### src/common/rgn_pkg.sv
// shared constants and carriers for the regenerator control bank
package rgn_pkg;
   // register offsets
   localparam logic [7:0] RGN_OFS_ACT = 8'h01;
   localparam logic [7:0] RGN_OFS_CHIP = 8'h02;
   localparam logic [7:0] RGN_OFS_INCTL = 8'h03;
   // reset values
   localparam logic [7:0] RGN_CHIP_RST = 8'h0C;
   localparam logic [7:0] RGN_INCTL_RST = 8'h12;
   // chip-control fields
   localparam int RGN_CC_SRST = 4;
   localparam int RGN_CC_PWRDN = 5;
   // input-control fields
   localparam int RGN_IC_CLK_HIZ = 2;
   localparam int RGN_IC_DAT_HIZ = 3;
   localparam int RGN_IC_ACT_MODE = 4;
   localparam int RGN_IC_HYST_EN = 5;
   localparam int RGN_IC_HYST_MAG = 6;
   localparam int RGN_IC_RECAL = 7;
   // activity register field
   localparam int RGN_ACT_FLAG = 2;
   // timing
   localparam int RGN_CLK_PERIOD_NS = 100;
   localparam int RGN_SRST_TIME_NS = 1000;
   localparam int RGN_SRST_CYC =
      (RGN_SRST_TIME_NS + RGN_CLK_PERIOD_NS - 1) / RGN_CLK_PERIOD_NS;
   localparam int RGN_AUTO_CAL_TIME_NS = 1000000;
   localparam int RGN_AUTO_CAL_CYC =
      (RGN_AUTO_CAL_TIME_NS + RGN_CLK_PERIOD_NS - 1) / RGN_CLK_PERIOD_NS;
   // serial byte framing
   localparam logic [3:0] RGN_BIT_LAST = 4'h7;
   localparam logic [3:0] RGN_BIT_CNT = 4'h8;
   // one register write from the serial port
   typedef struct packed {
      logic stb;
      logic [7:0] addr;
      logic [7:0] data;
   } rgn_wr_t;
   // controls towards the analog front end
   typedef struct packed {
      logic link_out_en;
      logic link_in_open;
      logic clk_in_hiz;
      logic data_in_hiz;
      logic act_mode_cm;
      logic hyst_en;
      logic hyst_20mv;
      logic term_cal;
      logic chip_reset;
   } rgn_ana_t;
   // serial slave states
   typedef enum logic [2:0] {
      RGN_I2C_IDLE = 3'b000,
      RGN_I2C_ADDR = 3'b001,
      RGN_I2C_AACK = 3'b010,
      RGN_I2C_WDATA = 3'b011,
      RGN_I2C_RDATA = 3'b100,
      RGN_I2C_MACK = 3'b101
   } rgn_i2c_st_t;
endpackage : rgn_pkg

### src/verilog/rgn_ctrl_bank.sv
// chip-control and input-control register bank of the link regenerator
`timescale 1ns/1ps
module rgn_ctrl_bank
   import rgn_pkg::*;
#(
   parameter logic [6:0] DEV_ADDR = 7'h50,
   parameter int CAL_CYCLES = RGN_AUTO_CAL_CYC,
   parameter int CAL_W = 16
) (
   // clock and reset
   input wire logic clk_sys_in,
   input wire logic resetn_in,
   // device pins
   input wire logic power_down_pin_in,
   input wire logic ext_reset_pin_in,
   // serial management port
   input wire logic scl_in,
   input wire logic sda_in,
   output logic sda_out,
   output logic sda_oe_out,
   // analog status
   input wire logic link_clock_input_ac_in,
   input wire logic link_clock_input_cm_in,
   // analog controls and status
   output rgn_ana_t ana_ctrl_out,
   output logic power_down_out,
   output logic activity_out
);
   localparam logic [CAL_W-1:0] CAL_LOAD = CAL_W'(CAL_CYCLES);
   localparam logic [3:0] SRST_LOAD = 4'(RGN_SRST_CYC);
   localparam int A_SRST = RGN_SRST_CYC;

   // whole state of the bank
   typedef struct packed {
      logic pwr_m, pwr_s;
      logic xr_m, xr_s;
      logic ac_m, ac_s;
      logic cm_m, cm_s;
      logic [7:0] chip;
      logic [7:0] inctl;
      logic [3:0] srst_cnt;
      logic [CAL_W-1:0] cal_cnt;
      logic act;
      logic pwr_dn;
      rgn_ana_t ana;
   } rgn_bank_st_t;

   // calibration counter preset so power-on starts a calibration
   localparam rgn_bank_st_t ST_RST = '{chip: RGN_CHIP_RST,
      inctl: RGN_INCTL_RST, cal_cnt: CAL_LOAD, default: '0};

   logic [1:0] rst_q;
   logic rst_n;
   rgn_bank_st_t s;
   rgn_bank_st_t next_s;
   rgn_wr_t wr;
   logic [7:0] rd_addr;
   logic [7:0] rd_data;
   logic pwr_now;

   // reset release through two flops, assertion is immediate
   always_ff @(posedge clk_sys_in or negedge resetn_in) begin
      if (!resetn_in) begin
         rst_q <= 2'b00;
      end else begin
         rst_q <= {rst_q[0], 1'b1};
      end
   end
   assign rst_n = rst_q[1];

   // serial slave lives on the system clock only
   rgn_i2c_slave #(
      .DEV_ADDR(DEV_ADDR)
   ) u_i2c (
      .clk_in(clk_sys_in),
      .rst_n_in(rst_n),
      .scl_in(scl_in),
      .sda_in(sda_in),
      .sda_out(sda_out),
      .sda_oe_out(sda_oe_out),
      .wr_out(wr),
      .rd_addr_out(rd_addr),
      .rd_data_in(rd_data)
   );

   // either source forces power-down
   assign pwr_now = s.chip[RGN_CC_PWRDN] | s.pwr_s;

   // readback mux, unmapped offsets read zero
   always_comb begin
      rd_data = '0;
      unique case (rd_addr)
         RGN_OFS_ACT: rd_data[RGN_ACT_FLAG] = s.act;
         RGN_OFS_CHIP: rd_data = s.chip;
         RGN_OFS_INCTL: rd_data = s.inctl;
         default: rd_data = '0;
      endcase
   end

   // next-state logic
   always_comb begin
      next_s = s;
      // pin synchronisers
      next_s.pwr_m = power_down_pin_in;
      next_s.pwr_s = s.pwr_m;
      next_s.xr_m = ext_reset_pin_in;
      next_s.xr_s = s.xr_m;
      next_s.ac_m = link_clock_input_ac_in;
      next_s.ac_s = s.ac_m;
      next_s.cm_m = link_clock_input_cm_in;
      next_s.cm_s = s.cm_m;
      // calibration timer runs down on its own
      if (s.cal_cnt != '0) begin
         next_s.cal_cnt = s.cal_cnt - CAL_W'(1);
      end
      if (s.srst_cnt != '0) begin
         // writes are dropped while a full reset runs
         next_s.srst_cnt = s.srst_cnt - 4'h1;
         if (s.srst_cnt == 4'h1) begin
            next_s.chip = RGN_CHIP_RST;
            next_s.inctl = RGN_INCTL_RST;
            next_s.cal_cnt = CAL_LOAD;
         end
      end else if (s.xr_s) begin
         // pin reset holds defaults for as long as it is high
         next_s.chip = RGN_CHIP_RST;
         next_s.inctl = RGN_INCTL_RST;
         next_s.cal_cnt = CAL_LOAD;
      end else if (wr.stb) begin
         // accepted even in power-down
         unique case (wr.addr)
            RGN_OFS_CHIP: begin
               next_s.chip = wr.data;
               if (wr.data[RGN_CC_SRST]) begin
                  next_s.srst_cnt = SRST_LOAD;
               end
            end
            RGN_OFS_INCTL: next_s.inctl = wr.data;
            default: begin
            end
         endcase
      end
      // activity: method chosen by mode bit, blank in power-down
      if (pwr_now) begin
         next_s.act = 1'b0;
      end else if (s.inctl[RGN_IC_ACT_MODE]) begin
         next_s.act = s.cm_s;
      end else begin
         next_s.act = s.ac_s;
      end
      next_s.pwr_dn = pwr_now;
      // analog control outputs
      next_s.ana.link_out_en = ~pwr_now;
      next_s.ana.link_in_open = pwr_now;
      next_s.ana.clk_in_hiz = s.inctl[RGN_IC_CLK_HIZ];
      next_s.ana.data_in_hiz = s.inctl[RGN_IC_DAT_HIZ];
      next_s.ana.act_mode_cm = s.inctl[RGN_IC_ACT_MODE];
      // hysteresis only reaches the clock receivers
      next_s.ana.hyst_en = s.inctl[RGN_IC_HYST_EN];
      next_s.ana.hyst_20mv = s.inctl[RGN_IC_HYST_MAG];
      // software holds the recal bit for its own minimum time
      next_s.ana.term_cal = (s.cal_cnt != '0) | s.inctl[RGN_IC_RECAL];
      next_s.ana.chip_reset = s.chip[RGN_CC_SRST] | s.xr_s;
   end

   // single state register
   always_ff @(posedge clk_sys_in or negedge rst_n) begin
      if (!rst_n) begin
         s <= ST_RST;
      end else begin
         s <= next_s;
      end
   end

   assign ana_ctrl_out = s.ana;
   assign power_down_out = s.pwr_dn;
   assign activity_out = s.act;
endmodule : rgn_ctrl_bank

### src/verilog/rgn_i2c_slave.sv
// two-wire management port slave with register pointer
`timescale 1ns/1ps
module rgn_i2c_slave
   import rgn_pkg::*;
#(
   parameter logic [6:0] DEV_ADDR = 7'h50
) (
   // clock and reset
   input wire logic clk_in,
   input wire logic rst_n_in,
   // serial pins
   input wire logic scl_in,
   input wire logic sda_in,
   output logic sda_out,
   output logic sda_oe_out,
   // register side
   output rgn_wr_t wr_out,
   output logic [7:0] rd_addr_out,
   input wire logic [7:0] rd_data_in
);
   typedef struct packed {
      logic scl_m, scl_s, scl_d;
      logic sda_m, sda_s, sda_d;
      rgn_i2c_st_t st;
      logic [3:0] cnt;
      logic [7:0] sh;
      logic [7:0] ptr;
      logic got_ptr;
      logic rw;
      logic drv_low;
      logic oe;
      rgn_wr_t wr;
   } rgn_i2c_reg_t;

   localparam rgn_i2c_reg_t ST_RST = '{scl_m: 1'b1, scl_s: 1'b1, scl_d: 1'b1,
      sda_m: 1'b1, sda_s: 1'b1, sda_d: 1'b1, st: RGN_I2C_IDLE, oe: 1'b1,
      default: '0};

   rgn_i2c_reg_t s;
   rgn_i2c_reg_t next_s;
   logic start, stop, rise, fall;

   // bus conditions from synchronised copies only
   assign start = s.scl_s & s.scl_d & s.sda_d & ~s.sda_s;
   assign stop = s.scl_s & s.scl_d & ~s.sda_d & s.sda_s;
   assign rise = s.scl_s & ~s.scl_d;
   assign fall = ~s.scl_s & s.scl_d;

   // protocol engine
   always_comb begin
      next_s = s;
      next_s.scl_m = scl_in;
      next_s.scl_s = s.scl_m;
      next_s.scl_d = s.scl_s;
      next_s.sda_m = sda_in;
      next_s.sda_s = s.sda_m;
      next_s.sda_d = s.sda_s;
      next_s.wr.stb = 1'b0;
      if (start) begin
         next_s.st = RGN_I2C_ADDR;
         next_s.cnt = '0;
         next_s.got_ptr = 1'b0;
         next_s.drv_low = 1'b0;
      end else if (stop) begin
         next_s.st = RGN_I2C_IDLE;
         next_s.drv_low = 1'b0;
      end else begin
         unique case (s.st)
            RGN_I2C_IDLE: begin
            end
            RGN_I2C_ADDR, RGN_I2C_WDATA: begin
               if (rise) begin
                  next_s.sh = {s.sh[6:0], s.sda_s};
                  next_s.cnt = s.cnt + 4'h1;
               end else if (fall && s.cnt == RGN_BIT_CNT) begin
                  next_s.cnt = '0;
                  next_s.drv_low = 1'b1;
                  next_s.st = RGN_I2C_AACK;
                  if (s.st == RGN_I2C_ADDR) begin
                     next_s.rw = s.sh[0];
                     if (s.sh[7:1] != DEV_ADDR) begin
                        next_s.drv_low = 1'b0;
                        next_s.st = RGN_I2C_IDLE;
                     end
                  end else if (!s.got_ptr) begin
                     next_s.ptr = s.sh;
                     next_s.got_ptr = 1'b1;
                  end else begin
                     next_s.wr = '{stb: 1'b1, addr: s.ptr, data: s.sh};
                     next_s.ptr = s.ptr + 8'h01;
                  end
               end
            end
            RGN_I2C_AACK, RGN_I2C_MACK: begin
               // a nack from the master ends the read burst
               if (s.st == RGN_I2C_MACK && rise && s.sda_s) begin
                  next_s.st = RGN_I2C_IDLE;
               end else if (fall) begin
                  if (s.rw) begin
                     next_s.sh = rd_data_in;
                     next_s.drv_low = ~rd_data_in[7];
                     next_s.st = RGN_I2C_RDATA;
                  end else begin
                     next_s.drv_low = 1'b0;
                     next_s.st = RGN_I2C_WDATA;
                  end
               end
            end
            RGN_I2C_RDATA: begin
               if (fall) begin
                  if (s.cnt == RGN_BIT_LAST) begin
                     next_s.cnt = '0;
                     next_s.drv_low = 1'b0;
                     next_s.ptr = s.ptr + 8'h01;
                     next_s.st = RGN_I2C_MACK;
                  end else begin
                     next_s.cnt = s.cnt + 4'h1;
                     next_s.sh = {s.sh[6:0], 1'b0};
                     next_s.drv_low = ~s.sh[6];
                  end
               end
            end
            default: next_s.st = RGN_I2C_IDLE;
         endcase
      end
      // enable kept in its own flop so the pin has no gate after it
      next_s.oe = ~next_s.drv_low;
   end

   // state register
   always_ff @(posedge clk_in or negedge rst_n_in) begin
      if (!rst_n_in) begin
         s <= ST_RST;
      end else begin
         s <= next_s;
      end
   end

   // open drain: data always low, enable low while pulling
   assign sda_out = 1'b0;
   assign sda_oe_out = s.oe;
   assign wr_out = s.wr;
   assign rd_addr_out = s.ptr;
endmodule : rgn_i2c_slave
### config.mk
export PLATFORM = sky130hd
export DESIGN_NAME = rgn_ctrl_bank
export DESIGN_NICKNAME = d
export VERILOG_FILES = /design/src/common/rgn_pkg.sv /design/src/verilog/rgn_ctrl_bank.sv /design/src/verilog/rgn_i2c_slave.sv
export SDC_FILE = /design/constraint.sdc
export NUM_CORES = 1
export LEC_CHECK = 0
export ABC_AREA = 1
export BUFFER_PORTS_ARGS = -buffer_cell sky130_fd_sc_hd__buf_2
export CORE_ASPECT_RATIO = 1.1
export CORE_MARGIN = 2
export CORE_UTILIZATION = 62
export DETAILED_ROUTE_END_ITERATION = 6
export GPL_TIMING_DRIVEN = 1
export PLACE_DENSITY = 0.8
export SYNTH_ARGS = -nofsm -noshare
export SYNTH_HDL_FRONTEND = slang
export SYNTH_SLANG_ARGS = --single-unit
### constraint.sdc
create_clock -name clk_sys_in -period 4.2 [get_ports clk_sys_in]
set_input_delay 0.84 -clock clk_sys_in [delete_from_list [all_inputs] [get_ports clk_sys_in]]
set_output_delay 0.84 -clock clk_sys_in [all_outputs]
set_load 0.01 [all_outputs]
==> impl_metrics.ini, run 1 <==
[outcome]
status = complete, no violations

[layout]
fillers = 703
drive_above_1_share = 0.139
n_antenna_cell = 0
seq_area_um2 = 2680
final_nets = 711
multi_input_area_um2 = 2320
syn_to_final_growth_pct = 5.72
design_area_um2 = 5760
fin_util = 0.682
final_cells = 811

[synthesis]
avgSynthCellArea_um2 = 7.98
ys_seq_area_frac = 0.490
syn_area_um2 = 5450
syn_nets = 699
yosysUniqueCellTypes = 39
synth.most_common_cell = nand2_1
synth_seq_cells = 106
async_flop_share = 1.00
synth_area_leaders = dfrtp_1 (41%), nand2_1 (14%), dfstp_2 (7.7%)
synthTopCellsByCount = nand2_1 (204), dfrtp_1 (90), nor2_1 (73)
synth_top_area_cell = dfrtp_1
ys_warn_count = 0
yosys.area.top_type_share = 0.413
synth_edf_count = 0
synthFlopType = dfrtp_1
synth_cells = 683

[placement]
dpl.hpwl_um = 8350
placedInstanceArea_um2 = 5550
routabilityCongestion = 1.01
io_buffers = 19
post-place-cells = 795

[power_and_ir_drop]
powerDensity_nw_per_um2 = 360
leakage_nw = 2.89
total_power_mw = 2.08
irDropWorstVdd_mv = 0.223

[critical_path]
required_ns = 4.52
setup.worst_path.end_class = flop
r2r_slack_ns = 2.14
crit_path_max_fanout = 12
critPathArrivalTime_ns = 2.38
criticalPathCategory = reg -> reg
cp-start-kind = flop

[global_route]
grt-ovfl-total = 0
antenna_found_initial = 0
grt_first_pass_wirelength_um = 19300
grt_usage = 0.256
grt_max_degree = 82
grt_pass1_vias = 4293

[clock_tree]
clk_pin_slew_worst_paths_ns = 0.11
clock_latency_ns = 0.37
post_cts_buffers = 0
cts_resized = 0
ctsRootBufferMaster = clkbuf_8
cts_buffers = 9
h-tree-depth = 3
cts.sinks = 106
cts_tree = built
cts_hold_buffers = 0
clockBufferDepth = 2

[routing]
wl_um = 11200
wl_per_cell_um = 13.8
drtIter0Drc = 199
drc = 0
vias = 4360
dr.pass1.iters = 5
antenna_left = 0
via_per_inst = 5.38

[floorplanning]
core_um2 = 8450
die_area_um2 = 9560
initial_core_util = 0.645
die_height_um = 102
rows = 35
die_w_um = 93.4
io_pins = 21

[job]
maxCapViolCount = 0

[timing]
fin_skew_ns = 0.0135
tightest_slew_ns = 1.03
fmax_ghz = 0.484
setup_viol = 0
tns_ns = 0
slew_viol_final = 0
min_period_ns = 2.06
period_share = 0.491
relSlewSlack = 0.316
rsz0062_at_grt = false
hold_violations = 0

[min_path]
hold_path_class = in -> async
[per-layer routing]
metal	vias to the layer above	wire [um]	track usage
met5	-	0	0
met4	0	171	0.101
met3	16	353	0.0273
met2	102	5730	0.450
met1	2067	4960	0.327
li1	2175	-	-
[sequential cells by signal, indices dropped and copies added (netlist names)]
name	cells
activity_out	1
ana_ctrl_out	9
next_s	9
rst_q	2
s	35
u_i2c.next_s	4
u_i2c.rd_addr_out	8
u_i2c.s	20
u_i2c.sda_oe_out	1
u_i2c.wr_out	17
[final timing paths]
| check | start | end | cells after the start |
|---|---|---|---|
| worst min register to register | next_s[51] | s[51] | 0 |
| worst max register to register | u_i2c.rd_addr_out[4] | u_i2c.s[29] | 9 |
| max in group asynchronous | rst_q[1] | s[41] | 1 |
| min in group clk_sys_in | next_s[51] | s[51] | 0 |
| worst max-delay path | u_i2c.rd_addr_out[4] | u_i2c.s[29] | 9 |
| worst min-delay path | resetn_in | rst_q[1] | 1 |
[metrics by stage]
| stage | hold slack (ns) | setup slack, ns |
|---|---|---|
| 2_1_floorplan | 0.331 | 1.06 |
| 3_3_place_gp | 0.332 | 2.23 |
| 3_5_place_dp | 0.336 | 2.20 |
| 4_1_cts | 0.218 | 2.18 |
| 5_1_grt | 0.221 | 1.94 |
| 6_report | 0.230 | 2.14 |
[layout by cell type (no fill, tap or decap), types with 3 or more instances in the layout]
| cell | n |
|---|---|
| inv_6 | 4 |
| buf_2 | 19 |
| nand2_1 | 204 |
| a21oi_1 | 14 |
| dfrtp_1 | 89 |
| ha_1 | 8 |
| inv_2 | 8 |
| nor3_1 | 7 |
| nand3_1 | 58 |
| inv_1 | 70 |
| o21ai_0 | 40 |
| nand2_4 | 3 |
| nand3_2 | 4 |
| o21ai_2 | 7 |
| nor2_1 | 73 |
| nor2_4 | 5 |
| dfstp_2 | 16 |
| nand2_2 | 9 |
| clkbuf_8 | 9 |
| xor2_1 | 8 |
| nand4_1 | 6 |
| o21ai_1 | 10 |
[kinds of logic (layout without fill, tap and decap cells)]
group	Yosys count	after routing	share of synthesized area
buffers and inverters	99	116	0.0835
adders and majority gates	8	8	0.0184
and+or+nand+nor	381	381	0.311
xor gates and xnor gates	10	10	0.0161
DFF	106	106	0.490
AOI/OAI and AO/OA	77	77	0.0799
other	2	2	0.00138
[cell type report]
class / instances / area share
Clock buffer: 9 / 0.0215
Clock inverter: 7 / 0.0161
Inverter: 80 / 0.0530
Multi-Input combinational cell: 478 / 0.403
Sequential cell: 106 / 0.464
Tap cell: 111 / 0.0241
Timing Repair Buffer: 20 / 0.0178
[report_power, final]
group	switching [mW]	internal (mW)	leakage, nW
Combinational	0.166	0.0833	1.40
Clock	0.380	0.294	0.110
Sequential	0.0742	1.08	1.38
[critical path, cell delays in order, from the launching register on]
cell     delay, ns
dfrtp_1       0.45
inv_1         0.12
nand2_1       0.05
nor2_1        0.58
nand2_1       0.25
o21ai_0       0.30
nand2_1       0.08
nand2_1       0.07
nand2_1       0.05
nand2_1       0.06
Power figures use the tool's default switching activity.
==> inputs of run 2 (changes only) <==
CORE_UTILIZATION = 56   (was 62)
PLACE_DENSITY = 0.76   (was 0.8)
clock period = 1.7 ns   (was 4.2 ns; I/O delays follow)
==> impl_metrics.ini, run 2 (synthesis results as in run 1) <==
[critical_path]
required_ns = 1.97
r2r_end = u_i2c.wr_out[12]
reg2reg_from = u_i2c.s[37]
critPathCapture = u_i2c.wr_out[12]
cp-start-kind = flop
reg2regPathDepth = 10
critPathArrivalTime_ns = 2.00
r2r_slack_ns = -0.03
setup.worst_path.end_class = flop
crit_path_start = u_i2c.s[37]
crit_path_max_fanout = 7
criticalPathCategory = reg -> reg

[clock_tree]
clockBufferDepth = 2
cts_buffers = 9
cts_tree = built
ctsRootBufferMaster = clkbuf_8
cts.sinks = 106
h-tree-depth = 3
clk_pin_slew_worst_paths_ns = 0.11
clock_latency_ns = 0.39

[routing]
dr.pass1.iters = 5
drtIter0Drc = 367
via_per_inst = 5.38
vias = 4688
drc = 0
antenna_left = 0
wl_um = 12600
wl_per_cell_um = 14.5

[power_and_ir_drop]
powerDensity_nw_per_um2 = 804
irDropWorstVdd_mv = 0.647
leakage_nw = 3.21
total_power_mw = 5.22

[floorplanning]
core_um2 = 9400
die_area_um2 = 10500
io_pins = 21
die_height_um = 107
rows = 37
initial_core_util = 0.580
die_w_um = 98.1

[layout]
fin_util = 0.691
layout_common_cells = nand2_1 (168), dfrtp_1 (86), nor2_1 (69)
fillers = 720
multi_input_area_um2 = 2560
final_nets = 765
drive_above_1_share = 0.281
seq_area_um2 = 2680
top_register = s
final_cells = 871
n_antenna_cell = 0
final_common_cell = nand2_1
design_area_um2 = 6490
syn_to_final_growth_pct = 19.1
largest_register_ffs = 35

[outcome]
violations = negative setup slack
status = finished, violations left

[global_route]
grt_first_pass_wirelength_um = 20300
grt_usage = 0.238
grt_pass1_vias = 4491
grt_max_degree = 52
antenna_found_initial = 0
grt-ovfl-total = 0

[timing]
tns_ns = -0.305
layout_setup_ws_ns = -0.0348
min_period_ns = 1.73
hold_violations = 0
fin_skew_ns = 0.0175
setup_viol = 16
slew_viol_final = 0
rsz0062_at_grt = true
whs_ns = 0.0419
period_share = 1.02
fmax_ghz = 0.576

[job]
maxCapViolCount = 0

[placement]
post-place-cells = 839
dpl.hpwl_um = 8740
place_ws_ns = 0.0104
placedInstanceArea_um2 = 5880
io_buffers = 19
routabilityCongestion = 0.929

[min_path]
hold_path_class = in -> reg
## run 2: where the power goes
group	internal, mW	total [mW]	switching [mW]
clock	0.573	1.52	0.950
sequential	2.67	2.82	0.153
combinational	0.352	0.878	0.526
total	3.60	5.22	1.63
## run 2: layer usage
layer	global-route usage	vias up	routed length, um
met5	0	-	0
li1	-	2286	-
met2	0.419	129	6540
met4	0.0823	0	272
met3	0.0429	26	527
met1	0.295	2247	5250
## run 2: worst min path at each step
stage / from / to / slack (ns) / cells past startpoint
finish: sda_in / u_i2c.next_s[45] / 0.04 / 1
global route: scl_in / u_i2c.next_s[48] / 0.01 / 1
CTS: scl_in / u_i2c.next_s[48] / 0.02 / 1
detailed placement: resetn_in / rst_q[0] / 0.13 / 1
global placement: resetn_in / rst_q[1] / 0.13 / 1
floorplan: resetn_in / rst_q[0] / 0.04 / 0
## run 2: layout make-up
class,count,share of cell area
clock buffer,9,0.0191
clock inverter,7,0.0110
inverter,80,0.0493
multi-input combinational,478,0.394
sequential,106,0.413
tap,117,0.0225
timing repair buffer,74,0.0909
## run 2: timing repair
action,in CTS,in global routing
endpoints found under the hold margin,2,0
endpoints found under the setup margin,5,70
hold buffers,1,0
cloned,0,3
setup buffers,1,11
pin swaps,0,22
gates resized for setup,2,89
## run 2: worst max-delay path: stages (launching register included)
cell       delay [ns]
dfrtp_1          0.43
inv_2            0.09
ha_4             0.15
nand2_4          0.05
nor2_4           0.13
nand2_4          0.08
nor2_4           0.16
nand4_4          0.18
clkbuf_16        0.23
nand2_4          0.06
o21ai_2          0.05
